[config.mk]
export PLATFORM = sky130hd
export DESIGN_NAME = acsp_port
export DESIGN_NICKNAME = d
export VERILOG_FILES = /design/src/pkg/acsp_pkg.sv /design/src/logic/acsp_port.sv /design/src/logic/acsp_sync.sv /design/src/logic/acsp_fifo.sv
export SDC_FILE = /design/constraint.sdc
export NUM_CORES = 1
export LEC_CHECK = 0
export BUFFER_PORTS_ARGS = -buffer_cell sky130_fd_sc_hd__buf_4
export CORE_UTILIZATION = 45
export CTS_CLUSTER_DIAMETER = 60
export DETAILED_ROUTE_END_ITERATION = 6
export PLACE_DENSITY = 0.64
export SYNTH_ARGS = -nofsm -noshare
export SYNTH_HDL_FRONTEND = slang
export SYNTH_HIERARCHICAL = 1
export SYNTH_SLANG_ARGS = --single-unit
[constraint.sdc]
create_clock -name core_clk -period 6.83 [get_ports core_clk]
set_input_delay 1.0245 -clock core_clk [delete_from_list [all_inputs] [get_ports core_clk]]
set_output_delay 1.0245 -clock core_clk [all_outputs]
set_load 0.1 [all_outputs]
[src/pkg/acsp_pkg.sv]
// Shared constants and types for the converter serial control port
package acsp_pkg;

    // Command word and result geometry
    localparam int CMD_BITS      = 8;
    localparam int RES_BITS      = 10;
    localparam int FIFO_DEPTH    = 16;
    localparam int TRACK_FROM    = 5;

    // Power mode field codes; only the all-ones code selects external pacing
    localparam logic [1:0] PM_FULL_PD = 2'h0;
    localparam logic [1:0] PM_FAST_PD = 2'h1;
    localparam logic [1:0] PM_INT_CLK = 2'h2;
    localparam logic [1:0] PM_EXT_CLK = 2'h3;

    // Timing
    localparam int CORE_PERIOD_NS = 25;
    localparam int INT_CONV_PERIOD_NS = 500;
    localparam int INT_DIV_CYC =
        (INT_CONV_PERIOD_NS + CORE_PERIOD_NS - 1) / CORE_PERIOD_NS;

    // Reset values
    localparam logic [RES_BITS-1:0] RES_RST = 10'h000;
    localparam logic [1:0]          PM_RST  = PM_INT_CLK;

    typedef struct packed {
        logic       start;
        logic [2:0] chanSel;
        logic       polaritySelect;
        logic       inputConfigSelect;
        logic       powerModeHi;
        logic       powerModeLo;
    } acsp_cmd_t;

    typedef struct packed {
        logic csN;
        logic sclk;
        logic din;
        logic shutdownLow;
        logic shutdownFloat;
    } acsp_pins_t;

    typedef enum logic [2:0] {
        ST_IDLE,
        ST_CMD,
        ST_ACQ,
        ST_STROBE,
        ST_CONV,
        ST_DONE
    } acsp_state_t;

endpackage

[src/logic/acsp_port.sv]
// Serial command, strobe and result port of a successive-approximation converter
`timescale 1ns/100ps
`default_nettype none
module acsp_port #(
    parameter int RES_W      = acsp_pkg::RES_BITS,
    parameter int FIFO_D     = acsp_pkg::FIFO_DEPTH,
    parameter int CONV_DIV   = acsp_pkg::INT_DIV_CYC
) (
    // Clock and reset
    input  wire logic             core_clk,
    input  wire logic             rstn,
    // Serial pins
    input  wire logic             csN,
    input  wire logic             sclk,
    input  wire logic             din,
    output logic                  doutO,
    output logic                  doutOe,
    output logic                  strobeO,
    output logic                  strobeOe,
    // Three-level shutdown pin, resolved by pad comparators
    input  wire logic             shutdownLowIn,
    input  wire logic             shutdownFloatIn,
    // Analog front end
    input  wire logic             compGe,
    output logic      [RES_W-1:0] dacCode,
    output logic      [2:0]       chanSel,
    output logic                  polaritySelect,
    output logic                  inputConfigSelect,
    output logic                  trackEn,
    // Power control
    output logic                  shutdownActive,
    output logic                  refCompInternal,
    output logic                  fullPowerDown,
    output logic                  fastPowerDown
);
    ////////////////////////////////////////////////////////////////////////////
    // Pin synchronisation and serial clock edge detection

    acsp_pkg::acsp_pins_t pinsS;
    logic                 sclkD_r;
    logic                 sclkRise, sclkFall;
    logic                 csHigh, csFall, csD_r;

    // Reset to idle pin levels: no driven result line or false select after reset
    acsp_sync #(
        .W       ($bits(acsp_pkg::acsp_pins_t)),
        .RST     (5'h10)
    ) u_sync (
        .core_clk(core_clk),
        .rstn    (rstn),
        .asyncIn ({csN, sclk, din, shutdownLowIn, shutdownFloatIn}),
        .syncOut (pinsS)
    );

    always_ff @(posedge core_clk)
    begin
        if (!rstn)
        begin
            sclkD_r <= 1'b0;
            csD_r   <= 1'b1;
        end
        else
        begin
            sclkD_r <= pinsS.sclk;
            csD_r   <= pinsS.csN;
        end
    end

    assign csHigh   = pinsS.csN;
    assign csFall   = csD_r && !pinsS.csN;
    assign sclkRise = pinsS.sclk && !sclkD_r && !csHigh;
    assign sclkFall = !pinsS.sclk && sclkD_r && !csHigh;

    ////////////////////////////////////////////////////////////////////////////
    // Decision FIFO between converter and result shifter

    logic decValid, decReady, bitValid, bitPop, bitData;

    acsp_fifo #(
        .W       (1),
        .D       (FIFO_D)
    ) u_fifo (
        .core_clk(core_clk),
        .rstn    (rstn),
        .flush   (csFall),
        .inValid (decValid),
        .inReady (decReady),
        .inData  (compGe),
        .outValid(bitValid),
        .outReady(bitPop),
        .outData (bitData)
    );

    ////////////////////////////////////////////////////////////////////////////
    // Command, acquisition and conversion control

    acsp_pkg::acsp_state_t state_r, state_nxt;
    acsp_pkg::acsp_cmd_t   cmd_r, cmd_nxt;
    logic [3:0]            bitCnt_r, bitCnt_nxt;
    logic [3:0]            decIdx_r, decIdx_nxt;
    logic [RES_W-1:0]      sar_r, sar_nxt;
    logic [7:0]            div_r, div_nxt;
    logic                  strobe_r, strobe_nxt;
    logic                  extMode_r, extMode_nxt;
    logic                  pdFull_r, pdFull_nxt, pdFast_r, pdFast_nxt;
    logic                  decTick, newExt;

    assign newExt = ({cmd_r.powerModeHi, cmd_r.powerModeLo} == acsp_pkg::PM_EXT_CLK);

    always_comb
    begin
        state_nxt   = state_r;
        cmd_nxt     = cmd_r;
        bitCnt_nxt  = bitCnt_r;
        decIdx_nxt  = decIdx_r;
        sar_nxt     = sar_r;
        div_nxt     = div_r;
        strobe_nxt  = strobe_r;
        extMode_nxt = extMode_r;
        pdFull_nxt  = pdFull_r;
        pdFast_nxt  = pdFast_r;
        decTick     = 1'b0;
        // Decision pacing: serial rises in external mode, divider otherwise
        if (state_r == acsp_pkg::ST_CONV)
        begin
            if (extMode_r)
            begin
                decTick = sclkRise;
            end
            else
            begin
                decTick = (div_r == 8'(CONV_DIV - 1));
            end
        end
        decValid = decTick;

        case (state_r)
            acsp_pkg::ST_IDLE, acsp_pkg::ST_DONE:
            begin
                if (sclkRise && pinsS.din)
                begin
                    cmd_nxt    = acsp_pkg::acsp_cmd_t'({pinsS.din, 7'h00});
                    bitCnt_nxt = 4'h1;
                    pdFull_nxt = 1'b0;
                    pdFast_nxt = 1'b0;
                    state_nxt  = acsp_pkg::ST_CMD;
                end
            end
            acsp_pkg::ST_CMD:
            begin
                if (sclkRise)
                begin
                    // Shift in MSB first; bit order is fixed by the struct
                    cmd_nxt = acsp_pkg::acsp_cmd_t'(
                        {cmd_r[6:0], 1'b0} | {7'h00, pinsS.din});
                    cmd_nxt.start = 1'b1;
                    bitCnt_nxt = bitCnt_r + 4'h1;
                    if (bitCnt_r == 4'(acsp_pkg::CMD_BITS - 1))
                    begin
                        state_nxt = acsp_pkg::ST_ACQ;
                    end
                end
            end
            acsp_pkg::ST_ACQ:
            begin
                // Sample is held from the fall after the last command bit
                if (sclkFall)
                begin
                    extMode_nxt = newExt;
                    decIdx_nxt  = 4'(RES_W - 1);
                    sar_nxt     = acsp_pkg::RES_RST;
                    div_nxt     = 8'h00;
                    if (newExt)
                    begin
                        strobe_nxt = 1'b1;
                        state_nxt  = acsp_pkg::ST_STROBE;
                    end
                    else
                    begin
                        strobe_nxt = 1'b0;
                        state_nxt  = acsp_pkg::ST_CONV;
                    end
                end
            end
            acsp_pkg::ST_STROBE:
            begin
                if (sclkFall)
                begin
                    strobe_nxt = 1'b0;
                    state_nxt  = acsp_pkg::ST_CONV;
                end
            end
            acsp_pkg::ST_CONV:
            begin
                div_nxt = (div_r == 8'(CONV_DIV - 1)) ? 8'h00 : div_r + 8'h01;
                // A full FIFO stalls the decision until the reader drains it
                if (decTick && !decReady)
                begin
                    div_nxt = div_r;
                end
                else if (decTick)
                begin
                    sar_nxt[decIdx_r] = compGe;
                    decIdx_nxt = decIdx_r - 4'h1;
                    if (decIdx_r == 4'h0)
                    begin
                        strobe_nxt = extMode_r ? 1'b0 : 1'b1;
                        pdFull_nxt = ({cmd_r.powerModeHi, cmd_r.powerModeLo}
                                      == acsp_pkg::PM_FULL_PD);
                        pdFast_nxt = ({cmd_r.powerModeHi, cmd_r.powerModeLo}
                                      == acsp_pkg::PM_FAST_PD);
                        state_nxt  = acsp_pkg::ST_DONE;
                    end
                end
            end
            default:
            begin
                state_nxt = acsp_pkg::ST_IDLE;
            end
        endcase

        if (decTick && !decReady)
        begin
            decValid = 1'b0;
        end

        // Deselect ends any serially paced phase; internal conversions run on
        if (csHigh && (state_r != acsp_pkg::ST_DONE) && (state_r != acsp_pkg::ST_IDLE)
            && !(state_r == acsp_pkg::ST_CONV && !extMode_r))
        begin
            state_nxt  = acsp_pkg::ST_IDLE;
            strobe_nxt = extMode_r ? 1'b0 : 1'b1;
        end

        if (pinsS.shutdownLow)
        begin
            state_nxt  = acsp_pkg::ST_IDLE;
            strobe_nxt = 1'b1;
        end
    end

    always_ff @(posedge core_clk)
    begin
        if (!rstn)
        begin
            state_r   <= acsp_pkg::ST_IDLE;
            cmd_r     <= '0;
            bitCnt_r  <= 4'h0;
            decIdx_r  <= 4'h0;
            sar_r     <= acsp_pkg::RES_RST;
            div_r     <= 8'h00;
            strobe_r  <= 1'b1;
            extMode_r <= 1'b0;
            pdFull_r  <= 1'b0;
            pdFast_r  <= 1'b0;
        end
        else
        begin
            state_r   <= state_nxt;
            cmd_r     <= cmd_nxt;
            bitCnt_r  <= bitCnt_nxt;
            decIdx_r  <= decIdx_nxt;
            sar_r     <= sar_nxt;
            div_r     <= div_nxt;
            strobe_r  <= strobe_nxt;
            extMode_r <= extMode_nxt;
            pdFull_r  <= pdFull_nxt;
            pdFast_r  <= pdFast_nxt;
        end
    end

    ////////////////////////////////////////////////////////////////////////////
    // Result shifter: one decision bit per serial fall, MSB first

    logic dout_r, dout_nxt;

    assign bitPop = sclkFall && bitValid;

    always_comb
    begin
        dout_nxt = dout_r;
        if (csHigh)
        begin
            dout_nxt = 1'b0;
        end
        else if (sclkFall)
        begin
            dout_nxt = bitValid ? bitData : 1'b0;
        end
    end

    always_ff @(posedge core_clk)
    begin
        if (!rstn)
        begin
            dout_r <= 1'b0;
        end
        else
        begin
            dout_r <= dout_nxt;
        end
    end

    ////////////////////////////////////////////////////////////////////////////
    // Pin and front-end outputs

    assign doutO    = dout_r;
    assign doutOe   = !csHigh;
    assign strobeO  = strobe_r;
    assign strobeOe = extMode_r ? !csHigh : 1'b1;

    // Trial code: decided bits plus the bit under test
    assign dacCode = sar_r | (RES_W'(1) << decIdx_r);

    assign chanSel           = cmd_r.chanSel;
    assign polaritySelect    = cmd_r.polaritySelect;
    assign inputConfigSelect = cmd_r.inputConfigSelect;
    // Tracks from the rise of the fifth of eight command bits, up to the holding fall
    assign trackEn = ((state_r == acsp_pkg::ST_CMD)
                      && (bitCnt_r >= 4'(acsp_pkg::TRACK_FROM)))
                     || (state_r == acsp_pkg::ST_ACQ);

    assign shutdownActive  = pinsS.shutdownLow;
    assign refCompInternal = !pinsS.shutdownLow && !pinsS.shutdownFloat;
    assign fullPowerDown   = pdFull_r;
    assign fastPowerDown   = pdFast_r;

endmodule // acsp_port
`default_nettype wire

[src/logic/acsp_sync.sv]
// Two-stage synchroniser for a group of asynchronous levels
`timescale 1ns/100ps
`default_nettype none
module acsp_sync #(
    parameter int           W   = 1,
    parameter logic [W-1:0] RST = '0
) (
    // Clock and reset
    input  wire logic         core_clk,
    input  wire logic         rstn,
    // Levels
    input  wire logic [W-1:0] asyncIn,
    output logic      [W-1:0] syncOut
);
    logic [W-1:0] meta_r;

    always_ff @(posedge core_clk)
    begin
        if (!rstn)
        begin
            meta_r  <= RST;
            syncOut <= RST;
        end
        else
        begin
            meta_r  <= asyncIn;
            syncOut <= meta_r;
        end
    end
endmodule // acsp_sync
`default_nettype wire

[src/logic/acsp_fifo.sv]
// Synchronous FIFO with valid/ready on both sides
`timescale 1ns/100ps
`default_nettype none
module acsp_fifo #(
    parameter int W = 1,
    parameter int D = 16
) (
    // Clock and reset
    input  wire logic         core_clk,
    input  wire logic         rstn,
    input  wire logic         flush,
    // Fill side
    input  wire logic         inValid,
    output logic              inReady,
    input  wire logic [W-1:0] inData,
    // Drain side
    output logic              outValid,
    input  wire logic         outReady,
    output logic      [W-1:0] outData
);
    localparam int AW = $clog2(D);

    logic [W-1:0] mem [D];
    logic [AW:0]  wr_r, wr_nxt, rd_r, rd_nxt;
    logic         push, pop;

    always_comb
    begin
        inReady  = (wr_r[AW] == rd_r[AW]) || (wr_r[AW-1:0] != rd_r[AW-1:0]);
        outValid = (wr_r != rd_r);
        outData  = mem[rd_r[AW-1:0]];
        push     = inValid && inReady;
        pop      = outValid && outReady;
        wr_nxt   = flush ? '0 : wr_r + (AW+1)'(push);
        rd_nxt   = flush ? '0 : rd_r + (AW+1)'(pop);
    end

    always_ff @(posedge core_clk)
    begin
        if (!rstn)
        begin
            wr_r <= '0;
            rd_r <= '0;
        end
        else
        begin
            wr_r <= wr_nxt;
            rd_r <= rd_nxt;
        end
    end

    // Storage needs no reset; occupancy is tracked by the pointers
    always_ff @(posedge core_clk)
    begin
        if (push)
        begin
            mem[wr_r[AW-1:0]] <= inData;
        end
    end
endmodule // acsp_fifo
`default_nettype wire

* Word-level counts from Yosys, hierarchy flattened
Memory sizes are Yosys's and may differ from the RTL's. A register that Yosys moved wholly into a read port is not among the register bits.
Index checks and enable logic that the tools add are counted.
W data, S select, Z words.
** Storage, ports and cells
- Bits in registers :: 63
- Memory bits (writable) :: 16
- Input bits :: 8
- Memories kept :: 1
** Operators by class
- Add/sub/neg operators :: 5
- Magnitude comparators :: 3
- Eq/ne operators :: 26
- Shift operators :: 1
- Mux-type cells :: 57
- Bitwise operators :: 3
- Reduce and logical (&&, ||, !) cells :: 47
** Memory list
- u_fifo.mem :: depth 16, bits a word 1, read ports 1, clocked after memory_dff 1, wr ports 1, RTL line acsp_fifo.sv:23 : logic [W-1:0] mem [D];
** Operator list (number)
- $mux W10 :: 3
- $mux W3 :: 9
- $mux W4 :: 6
- $mux W8 :: 3
- $mux W1 :: 23
- $pmux W10 S2 :: 1
- $logic_and A1 B1 Y1 :: 17
- $pmux W4 S2 :: 2
- $pmux W8 S2 :: 1
- $pmux W3 S5 :: 1
- $mux W7 :: 2
- $ne A2 B2 Y1 const B :: 7
- $pmux W7 S2 :: 1
- $add A5 B1 Y5 :: 2
- $bwmux W10 :: 1
- $or A10 B10 Y10 :: 1
- $shl A1 B4 Y10 const A :: 1
- $ne A3 B3 Y1 const B :: 3
- $add A8 B1 Y8 const B :: 1
- $eq A8 B5 Y1 const B :: 1
- $logic_not A1 Y1 :: 8
- $reduce_and A8 Y1 :: 1
- $reduce_or A2 Y1 :: 4
- $or A7 B1 Y7 :: 1
- 34 further kinds :: 42

* Longest topological paths before layout
Gate-level depths: netlist of the first run.
- Word-level depth :: 10
- Gate-level depth with buffers :: 14
- Gate-level depth less buffers :: 11

* Modules after synthesis
Netlist of the first run, hierarchy kept.
** Modules (own cells, without submodules)
- acsp_port :: times used 1, cells an instance 302, area an instance 2551.2 um^2, sequential area each 860.8 um^2
- acsp_fifo :: times used 1, cells an instance 103, area an instance 1366.3 um^2, sequential area each 680.7 um^2
- acsp_sync :: times used 1, cells an instance 20, area an instance 262.8 um^2, sequential area each 200.2 um^2

* Worst setup path after synthesis of the first run
OpenSTA, ideal clock, no wires.
- Kind :: register to output
- From :: reg state_r[1]
- To :: out trackEn
- Arrival time :: 2.181 ns
- Path slack :: 3.624 ns
- Cell stages (with the launch flop) :: 5
- Buffers on the path :: 1
- Cell sequence :: dfxtp_1 > clkbuf_1 > nand2b_1 > o21a_1 > nor2_1
** Between the ends
- Cells in the longest elaborated chain, start to end :: 3
- Elaborated cells between the ends (all ways) :: 4
- Those cells by class :: eq/ne: 2; reduce/logical: 2
** Ends and longest elaborated chain
- start: declaration :: RTL line acsp_port.sv:97 : acsp_pkg::acsp_state_t state_r, state_nxt;
- start signal: assignment :: RTL line acsp_port.sv:246 : state_r <= acsp_pkg::ST_IDLE;
- start signal: assignment :: RTL line acsp_port.sv:259 : state_r <= state_nxt;
- $eq A3 B1 Y1 :: RTL line acsp_port.sv:319 : assign trackEn = ((state_r == acsp_pkg::ST_CMD)
- $logic_and A1 B1 Y1 :: RTL line acsp_port.sv:320 : && (bitCnt_r >= 4'(acsp_pkg::TRACK_FROM)))
- $logic_or A1 B1 Y1 (*) :: RTL line acsp_port.sv:321 : || (state_r == acsp_pkg::ST_ACQ);
- end: declaration :: RTL line acsp_port.sv:29 : output logic trackEn,
Every way passes the cells marked *; elsewhere a longest branch is shown, timed or not.

* Worst setup path after layout of the first run
- From :: reg u_fifo.rd_r[0]
- To :: reg u_fifo.wr_r[4]
** Between the ends
- Cells in the longest elaborated chain, start to end :: 7
** Ends and longest elaborated chain
- start: declaration :: RTL line acsp_fifo.sv:24 : logic [AW:0] wr_r, wr_nxt, rd_r, rd_nxt;
- start signal: assignment :: RTL line acsp_fifo.sv:48 : rd_r <= rd_nxt;
- $ne A4 B4 Y1 :: RTL line acsp_fifo.sv:29 : inReady = (wr_r[AW] == rd_r[AW]) || (wr_r[AW-1:0] != rd_r[AW-1:0]);
- $logic_or A1 B1 Y1 :: RTL line acsp_fifo.sv:29
- via decReady :: RTL line acsp_port.sv:77 : logic decValid, decReady, bitValid, bitPop, bitData;
- $logic_not A1 Y1 :: RTL line acsp_port.sv:222 : if (decTick && !decReady)
- $logic_and A1 B1 Y1 :: RTL line acsp_port.sv:222
- $mux W1 :: RTL line acsp_port.sv:222
- via decValid :: RTL line acsp_port.sv:77
- $logic_and A1 B1 Y1 :: RTL line acsp_fifo.sv:32 : push = inValid && inReady;
- $add A5 B1 Y5 :: RTL line acsp_fifo.sv:34 : wr_nxt = flush ? '0 : wr_r + (AW+1)'(push);
- end signal: assignment :: RTL line acsp_fifo.sv:47 : wr_r <= wr_nxt;
- end: declaration :: RTL line acsp_fifo.sv:24
The timed path passes the listed nets, and every way through them passes these cells.
A chain may end at the register's enable or synchronous reset.

==> implementation parameters, run 1 <==
Parameter                              Value

Run
  Max_cap viols    0

Placement
  Detail Placement HPWL    5964 microns
  Number of buffers added on ports    31
  Final estimated routing congestion in global placement    0.8327
  Dpl ws    3842 ps

Finish
  Layout area overhead    10.03%
  Filler cell count in the final layout    848
  Multi-input gate area in the final layout    2257 sq um
  Total number of nets in the final design    463
  Fraction of layout instances using a drive strength above 1    16.37%
  Most frequent cells in the layout    sky130_fd_sc_hd__dfxtp_1, sky130_fd_sc_hd__nand2_1, sky130_fd_sc_hd__buf_4, sky130_fd_sc_hd__nor2_1, sky130_fd_sc_hd__mux2i_1
  Combined flip-flop and latch cell area    1742 sq um
  Number of antenna repair diodes    0
  Commonest non-fill, non-tap cell in the layout    sky130_fd_sc_hd__dfxtp_1
  Final core utilization    51.98%

STA
  RSZ-0062 raised after global routing    no
  Final cycle utilization of the critical path    44.01%
  Clock period minus worst slack    3006 ps
  Final worst clock skew    7.562 ps
  Final number of hold-violating endpoints    0
  Number of max-slew violations in the final report    0
  Relative slew margins    39.51%
  Transition time at the pin with the least slew margin    903.4 ps
  Final Hold Slack    413.9 ps
  Final setup fails    0
  Setup Total Neg Slack    0 ps
  FMAX    0.3327 GHz
  Final setup margin    3824 ps

Clocking
  Number of clock sinks    79
  CTS tree    done
  Total CTS buffers    9
  Max Root-Sink Buffers    2
  Number of resized instances in the post-cts repair step    0
  Post-CTS setup buffer count    0
  Root Buffer Master    sky130_fd_sc_hd__clkbuf_8
  Latest clock arrival within the worst-skew pair    350 ps
  Hold buffers post-CTS    0
  CTS H-Tree Depth    3
  Clock slew seen by the registers of the worst setup and hold paths    80 ps

Global routing
  Pin count of the biggest net entering global routing    42
  Global-route total usage across every layer    18.89%
  First-pass GRT wire length    14670 microns
  Antenna violations before repair    0
  Vias in the first global route    3034
  Aggregate global routing overflow    0

Detailed routing
  Via count normalized by instance count    5.652
  Starting DRT DRC Count    167
  Vias after detailed routing    3131
  Detail Route Antenna Nets    0
  WL per Instance    15.44 microns
  DRC violations left    0
  DRT Pass-1 Iters    6
  Total routed wirelength    8553 microns

Synthesis
  Ys flop type    sky130_fd_sc_hd__dfxtp_1
  Mean cell area of the mapped netlist    9.836 sq um
  Number of distinct standard cells referenced by the synthesized netlist    66
  Sequential fraction of the synthesis area    41.66%
  Number of synthesized flops with an enable pin    16
  Proportion of synthesized flip-flops having asynchronous set or reset    0%
  Post-Synthesis Cells    425
  Post-synthesis sequential element count    79
  Post-synthesis instance area    4180 sq um
  Net count after synthesis    446
  Synthesis warning total    6

Setup path
  Max stage delay cell, worst path    sky130_fd_sc_hd__dfxtp_1
  Crit path kind    reg2reg
  Cell class contributing the biggest share of worst-path delay    simple AND/OR/NAND/NOR gates
  Register-to-register setup slack    3820 ps
  Arrival @ worst endpoint    3240 ps
  CP Launch Type    register
  Critical Path Source    u_fifo/rd_r[0]
  Critical path required time    7060 ps
  Reg-to-Reg End    u_fifo/wr_r[4]
  Instance count on the critical path    12
  Cell chain of the critical path    xor2_1 -> nor4_4 -> buf_4 -> nand2_1 -> and3_1 -> inv_1 -> a21oi_1 -> ha_1 -> ha_1 -> nand3_1 -> xor2_1 -> nor2_1
  Maximum single-stage delay on the critical path    520 ps
  Worst-case reg-to-reg path depth    12
  Bufs and invs on worst path    2
  Startpoint of the lowest-slack register-to-register path    u_fifo/rd_r[0]
  Endpoint kind of the worst setup timing path    register
  Worst Setup EP    u_fifo/wr_r[4]
  Largest fanout of any net on the critical path    20

Die
  Floorplan Core Area    8848 sq um
  Initial core utilization    47.24%
  Area of the die    9679 sq um
  Count of pins on the block boundary    32
  Height of the chip    98.38 microns
  Die Span X    98.38 microns
  FP Rows    34

Pwr
  Total design power    0.8435 mW
  Worst vdd ir    102.5 uV
  Power density cells    183.4 nW/um^2
  Leakage power summed over all cells    1.791 nW

Run status
  Status    finished, final reports clean

Worst hold path
  Path category of the worst min-delay check    reg2reg
flip-flops by register name (all words and copies together) (netlist names), 2 cells and up:
register        cells
div_r               8
cmd_r               2
u_fifo/wr_r         5
state_r             3
u_fifo/mem         16
u_sync/syncOut      5
sar_r              10
chanSel             3
decIdx_r            4
bitCnt_r            4
u_sync/meta_r       5
u_fifo/rd_r         5
how the worst min path moves through the flow:
| stage | startpoint | cells past startpoint | to |
|---|---|---|---|
| final | u_sync/meta_r[4] | 1 | u_sync/syncOut[4] |
| after global routing | u_sync/meta_r[4] | 1 | u_sync/syncOut[4] |
| after CTS | u_sync/meta_r[4] | 1 | u_sync/syncOut[4] |
| after detailed placement | u_sync/meta_r[4] | 1 | u_sync/syncOut[4] |
| after floorplan | u_sync/meta_r[4] | 1 | u_sync/syncOut[4] |
| after global placement | u_sync/meta_r[4] | 1 | u_sync/syncOut[4] |
synthesized netlist by cell type, types with 7 or more instances:
| cell | number | area, sq um |
|---|---|---|
| sky130_fd_sc_hd__clkbuf_1 | 10 | 37.54 |
| sky130_fd_sc_hd__a2111oi_1 | 11 | 110.1 |
| sky130_fd_sc_hd__mux2i_1 | 20 | 200.2 |
| sky130_fd_sc_hd__inv_1 | 11 | 41.29 |
| sky130_fd_sc_hd__and2_1 | 17 | 106.4 |
| sky130_fd_sc_hd__dfxtp_1 | 63 | 1261 |
| sky130_fd_sc_hd__a21oi_1 | 11 | 55.05 |
| sky130_fd_sc_hd__xor2_1 | 10 | 87.58 |
| sky130_fd_sc_hd__o21ai_0 | 12 | 60.06 |
| sky130_fd_sc_hd__nand2b_1 | 14 | 87.58 |
| sky130_fd_sc_hd__nand3_1 | 19 | 95.09 |
| sky130_fd_sc_hd__edfxtp_1 | 16 | 480.5 |
| sky130_fd_sc_hd__nand2_1 | 47 | 176.4 |
| sky130_fd_sc_hd__nor2_1 | 25 | 93.84 |
| sky130_fd_sc_hd__buf_4 | 7 | 52.55 |
| sky130_fd_sc_hd__ha_1 | 13 | 162.7 |
| sky130_fd_sc_hd__a21o_1 | 11 | 82.58 |
| sky130_fd_sc_hd__nor2b_1 | 9 | 56.30 |
cells by family (layout without fill, tap and decap cells):
family	Yosys count	in the layout	synth area share [%]
and+or+nand+nor	169	169	22.36
muxes	24	24	7.123
DFF	79	79	41.66
AOI/OAI and AO/OA	89	89	17.18
xor gates and xnor gates	14	14	3.113
buffers and inverters	37	58	4.669
adders and majority gates	13	13	3.891
report_power, final:
part           leakage [nW]  switching [mW]  internal (mW)
clock network        0.0957           0.171          0.166
logic                  1.04          0.0180        0.00824
registers             0.653         0.00229          0.478
layout make-up:
| class | count | area share [%] |
|---|---|---|
| Multi-Input combinational cell | 309 | 49.07 |
| Sequential cell | 79 | 37.87 |
| Timing Repair Buffer | 32 | 5.223 |
| Tap cell | 108 | 2.938 |
| Clock buffer | 9 | 2.693 |
| Clock inverter | 6 | 1.306 |
| Inverter | 11 | 0.8977 |
through the flow:
| stage | cells | cell area, sq um |
|---|---|---|
| after detailed placement | 539 | 4415 |
| final | 554 | 4599 |
| after global placement | 539 | 4415 |
| after CTS | 554 | 4599 |
| after global routing | 554 | 4599 |
| after floorplan | 425 | 4180 |
metal layers:
metal	global-route usage (%)	vias to the layer above	part of all wire [%]
li1	-	1578	-
met3	3.221	11	3.3
met2	31.26	62	46
met1	24.82	1480	49
met4	6.889	0	1.3
met5	0	-	0
Power figures use the tool's default switching activity.
==> inputs of run 2 (changes only) <==
--- a/config.mk
+++ b/config.mk
@@ -5,6 +5,7 @@
 export SDC_FILE = /design/constraint.sdc
 export NUM_CORES = 1
 export LEC_CHECK = 0
+export ABC_AREA = 1
 export BUFFER_PORTS_ARGS = -buffer_cell sky130_fd_sc_hd__buf_4
 export CORE_UTILIZATION = 45
 export CTS_CLUSTER_DIAMETER = 60
==> constraint.sdc (replaced) <==
create_clock -name core_clk -period 2.9 [get_ports core_clk]
set_input_delay 0.435 -clock core_clk [delete_from_list [all_inputs] [get_ports core_clk]]
set_output_delay 0.435 -clock core_clk [all_outputs]
set_load 0.1 [all_outputs]
==> run 2 against run 1 <==
Clock skew rose by 3.3 ps. Synthesized cell count rose by 44%. Largest cell class unchanged. Highest routed layer unchanged. Register-to-register slack got worse by 3400 ps. Largest power group unchanged. Global-route usage fell by 0.072 points. Power rose by 150%. Flip-flop and latch count did not move.
==> implementation parameters, run 2 <==
Parameter                              Value

Run status
  Status    finished, final reports clean

Setup path
  Critical Path Most Common Cell    sky130_fd_sc_hd__nand2_1
  Endpoint kind of the worst setup timing path    register
  Critical Path Source    div_r[1]
  Cell class contributing the biggest share of worst-path delay    simple AND/OR/NAND/NOR gates
  Reg-to-Reg End    u_fifo/wr_r[4]
  Cell chain of the critical path    ha_1 -> nand2_1 -> nor2_1 -> nand2_1 -> o21ai_2 -> nand2_1 -> nor2_1 -> nand2_4 -> inv_1 -> ha_1 -> ha_1 -> nand2_1 -> or2_2 -> a21oi_1
  Register-to-register setup slack    440 ps (-3380 ps)
  Bufs and invs on worst path    1 (-1)
  Crit path kind    reg2reg
  Maximum single-stage delay on the critical path    380 ps (-140 ps)
  Largest fanout of any net on the critical path    17 (-15%)
  Critical path required time    3170 ps (-3890 ps)
  Arrival @ worst endpoint    2730 ps (-510 ps)
  Startpoint of the lowest-slack register-to-register path    div_r[1]
  CP Launch Type    register
  Worst-case reg-to-reg path depth    14 (+2)
  Max stage delay cell, worst path    sky130_fd_sc_hd__dfxtp_1

Detailed routing
  WL per Instance    11.14 microns (-28%)
  DRC violations left    0 (unchanged)
  Total routed wirelength    8591 microns (+0.44%)
  Starting DRT DRC Count    121 (-28%)
  DRT Pass-1 Iters    4 (-2)
  Vias after detailed routing    3644 (+16%)
  Detail Route Antenna Nets    0 (unchanged)
  Via count normalized by instance count    4.726 (-16%)

Placement
  Detail Placement HPWL    6274 microns (+5.2%)
  Cell area reported after detailed placement    4564 sq um (+3.4%)
  Final estimated routing congestion in global placement    0.8478 (+1.8%)
  Number of buffers added on ports    31 (unchanged)

Finish
  Most frequent cells in the layout    sky130_fd_sc_hd__nand2_1, sky130_fd_sc_hd__inv_1, sky130_fd_sc_hd__nor2_1, sky130_fd_sc_hd__dfxtp_1, sky130_fd_sc_hd__nand3_1
  Number of antenna repair diodes    0 (unchanged)
  Flip-flop count of the largest register, all copies and words added    16 (unchanged)
  Commonest non-fill, non-tap cell in the layout    sky130_fd_sc_hd__nand2_1
  Final instance area    4781 sq um (+3.9%)
  Final core utilization    51.74% (-0.24 points)
  Total number of nets in the final design    659 (+42%)
  Layout area overhead    11.17%
  Fraction of layout instances using a drive strength above 1    13.40% (-3.0 points)

STA
  Number of max-slew violations in the final report    0 (unchanged)
  RSZ-0062 raised after global routing    no
  Final number of hold-violating endpoints    0 (unchanged)
  Transition time at the pin with the least slew margin    431.1 ps (-472.3 ps)
  Clock period minus worst slack    2456 ps (-550.1 ps)
  Final cycle utilization of the critical path    84.69% (+41 points)
  FMAX    0.4072 GHz (+22%)
  Final setup fails    0 (unchanged)
  Final worst clock skew    10.89 ps (+3.325 ps)
  Relative slew margins    71.23% (+32 points)
  Setup Total Neg Slack    0 ps (unchanged)

Pwr
  Leakage power summed over all cells    2.164 nW (+21%)
  Power density cells    438.9 nW/um^2 (+140%)
  Total design power    2.098 mW (+150%)
  Worst vdd ir    267.4 uV (+160%)

Synthesis
  Mean cell area of the mapped netlist    7.015 sq um (-29%)
  Number of distinct standard cells referenced by the synthesized netlist    39 (-41%)
  Post-synthesis sequential element count    79 (unchanged)
  Proportion of synthesized flip-flops having asynchronous set or reset    0% (unchanged)
  Ys flop type    sky130_fd_sc_hd__dfxtp_1
  Sequential fraction of the synthesis area    40.50% (-1.2 points)
  Synth top area cells    sky130_fd_sc_hd__dfxtp_1, sky130_fd_sc_hd__nand2_1, sky130_fd_sc_hd__edfxtp_1
  Cell types with the highest counts after synthesis    sky130_fd_sc_hd__nand2_1, sky130_fd_sc_hd__inv_1, sky130_fd_sc_hd__nor2_1
  Post-synthesis instance area    4300 sq um (+2.9%)
  Most area-hungry cell type in the Yosys netlist    sky130_fd_sc_hd__dfxtp_1
  Post-Synthesis Cells    613 (+44%)
  Synthesis warning total    6 (unchanged)
  Net count after synthesis    634 (+42%)
  Area share of the largest cell type after synthesis    29.33% (-0.84 points)
  Most repeated cell in the gate-level netlist after synthesis    sky130_fd_sc_hd__nand2_1
  Number of synthesized flops with an enable pin    16 (unchanged)

Clocking
  CTS tree    done
  Total CTS buffers    9 (unchanged)
  Max Root-Sink Buffers    2 (unchanged)
  Root Buffer Master    sky130_fd_sc_hd__clkbuf_8
  Number of resized instances in the post-cts repair step    0 (unchanged)
  Clock slew seen by the registers of the worst setup and hold paths    80 ps (about the same)
  Post-CTS setup buffer count    0 (unchanged)
  Hold buffers post-CTS    0 (unchanged)
  CTS H-Tree Depth    3 (unchanged)
  Latest clock arrival within the worst-skew pair    340 ps (about the same)
  Number of clock sinks    79 (unchanged)

Die
  FP Rows    35 (+2.9%)
  Initial core utilization    46.54% (-0.70 points)
  Count of pins on the block boundary    32 (unchanged)
  Area of the die    9951 sq um (+2.8%)
  Die Span X    99.76 microns (+1.4%)
  Height of the chip    99.76 microns (+1.4%)
  Floorplan Core Area    9240 sq um (+4.4%)

Global routing
  Routing usage on met3    3.795% (+0.57 points)
  Pin count of the biggest net entering global routing    35 (-17%)
  Vias in the first global route    3398 (+12%)
  Antenna violations before repair    0 (unchanged)
  Global-route total usage across every layer    18.82% (-0.072 points)
  First-pass GRT wire length    15070 microns (+2.7%)
  Busiest grt layer    met2
  Met2 usage    32.63% (+1.4 points)
  Aggregate global routing overflow    0 (unchanged)
  Met1 GRT Util    23.64% (-1.2 points)

Worst hold path
  Hold path cells    3 (+2)
  Min-Delay Startpoint    csN
  Hold Path End    u_sync/meta_r[4]
  Path category of the worst min-delay check    in2reg

Run
  Max_cap viols    0 (unchanged)
==> run 2: cell count changes after synthesis, sizes merged, moves of 9 or more <==
| cell | before | now |
|---|---|---|
| a21o | 11 | 0 |
| and2 | 17 | 0 |
| nand2b | 14 | 0 |
| a21oi | 11 | 24 |
| or2 | 3 | 15 |
| nor2b | 9 | 0 |
| a2111oi | 16 | 0 |
| mux2i | 20 | 0 |
| nand3 | 19 | 49 |
| nor2 | 25 | 89 |
| inv | 11 | 97 |
| nand2 | 47 | 174 |
==> run 2: worst min-delay path, stage by stage <==
cell and delay (ps):
sky130_fd_sc_hd__buf_4 70, sky130_fd_sc_hd__inv_1 30, sky130_fd_sc_hd__nand2_1 40
==> run 2: worst max-delay path by stage <==
stage / end / slack [ps] / cells after the start
3_3_place_gp: u_fifo/wr_r[4] / 570 / 14
5_1_grt: u_fifo/wr_r[4] / 200 / 14
4_1_cts: u_fifo/wr_r[4] / 430 / 14
6_report: u_fifo/wr_r[4] / 440 / 14
2_1_floorplan: refCompInternal / 410 / 1
3_5_place_dp: u_fifo/wr_r[4] / 460 / 14
==> run 2: logic make-up after synthesis <==
logic type | after synthesis | synth area share [%]
adder cells (fa/ha/maj) | 13 | 3.782
flip-flops | 79 | 40.50
AO/OA/AOI/OAI | 48 | 6.925
buffers and inverters | 118 | 12.16
XOR/XNOR | 7 | 1.426
AND/OR/NAND/NOR | 348 | 35.21
==> run 2: final cells by class <==
| class | count | area (sq um) |
|---|---|---|
| clock buffers | 13 | 181.4 |
| multi-input cells | 416 | 2036 |
| inverters | 98 | 370.4 |
| flip-flops and latches | 79 | 1742 |
| repair buffers | 34 | 255.2 |
| well taps | 129 | 161.4 |
| fillers | 963 | 4459 |
| clock inverters | 2 | 35.03 |
==> run 2: report_power, final <==
| group | internal, mW | switching, mW |
|---|---|---|
| sequential | 1.13 | 0.00502 |
| combinational | 0.0219 | 0.0624 |
| clock | 0.498 | 0.384 |
==> run 2: routing by layer <==
metal  share of wire [%]  up-vias  wire (microns)
met5                   0        -               0
met4                 1.2        0              99
met3                 2.6        8             222
met2                  49       36            4217
met1                  47     1646            4052
li1                    -     1954               -
==> run 2: metrics by stage <==
| stage | std cells | setup WS, ps | hold WS [ps] |
|---|---|---|---|
| final | 771 | 444.0 | 265.9 |
| after floorplan | 613 | 406.4 | 379.5 |
| after global routing | 771 | 201.8 | 256.3 |
| after detailed placement | 756 | 459.4 | 396.9 |
| after global placement | 756 | 565.9 | 386.7 |
| after CTS | 771 | 427.7 | 253.0 |
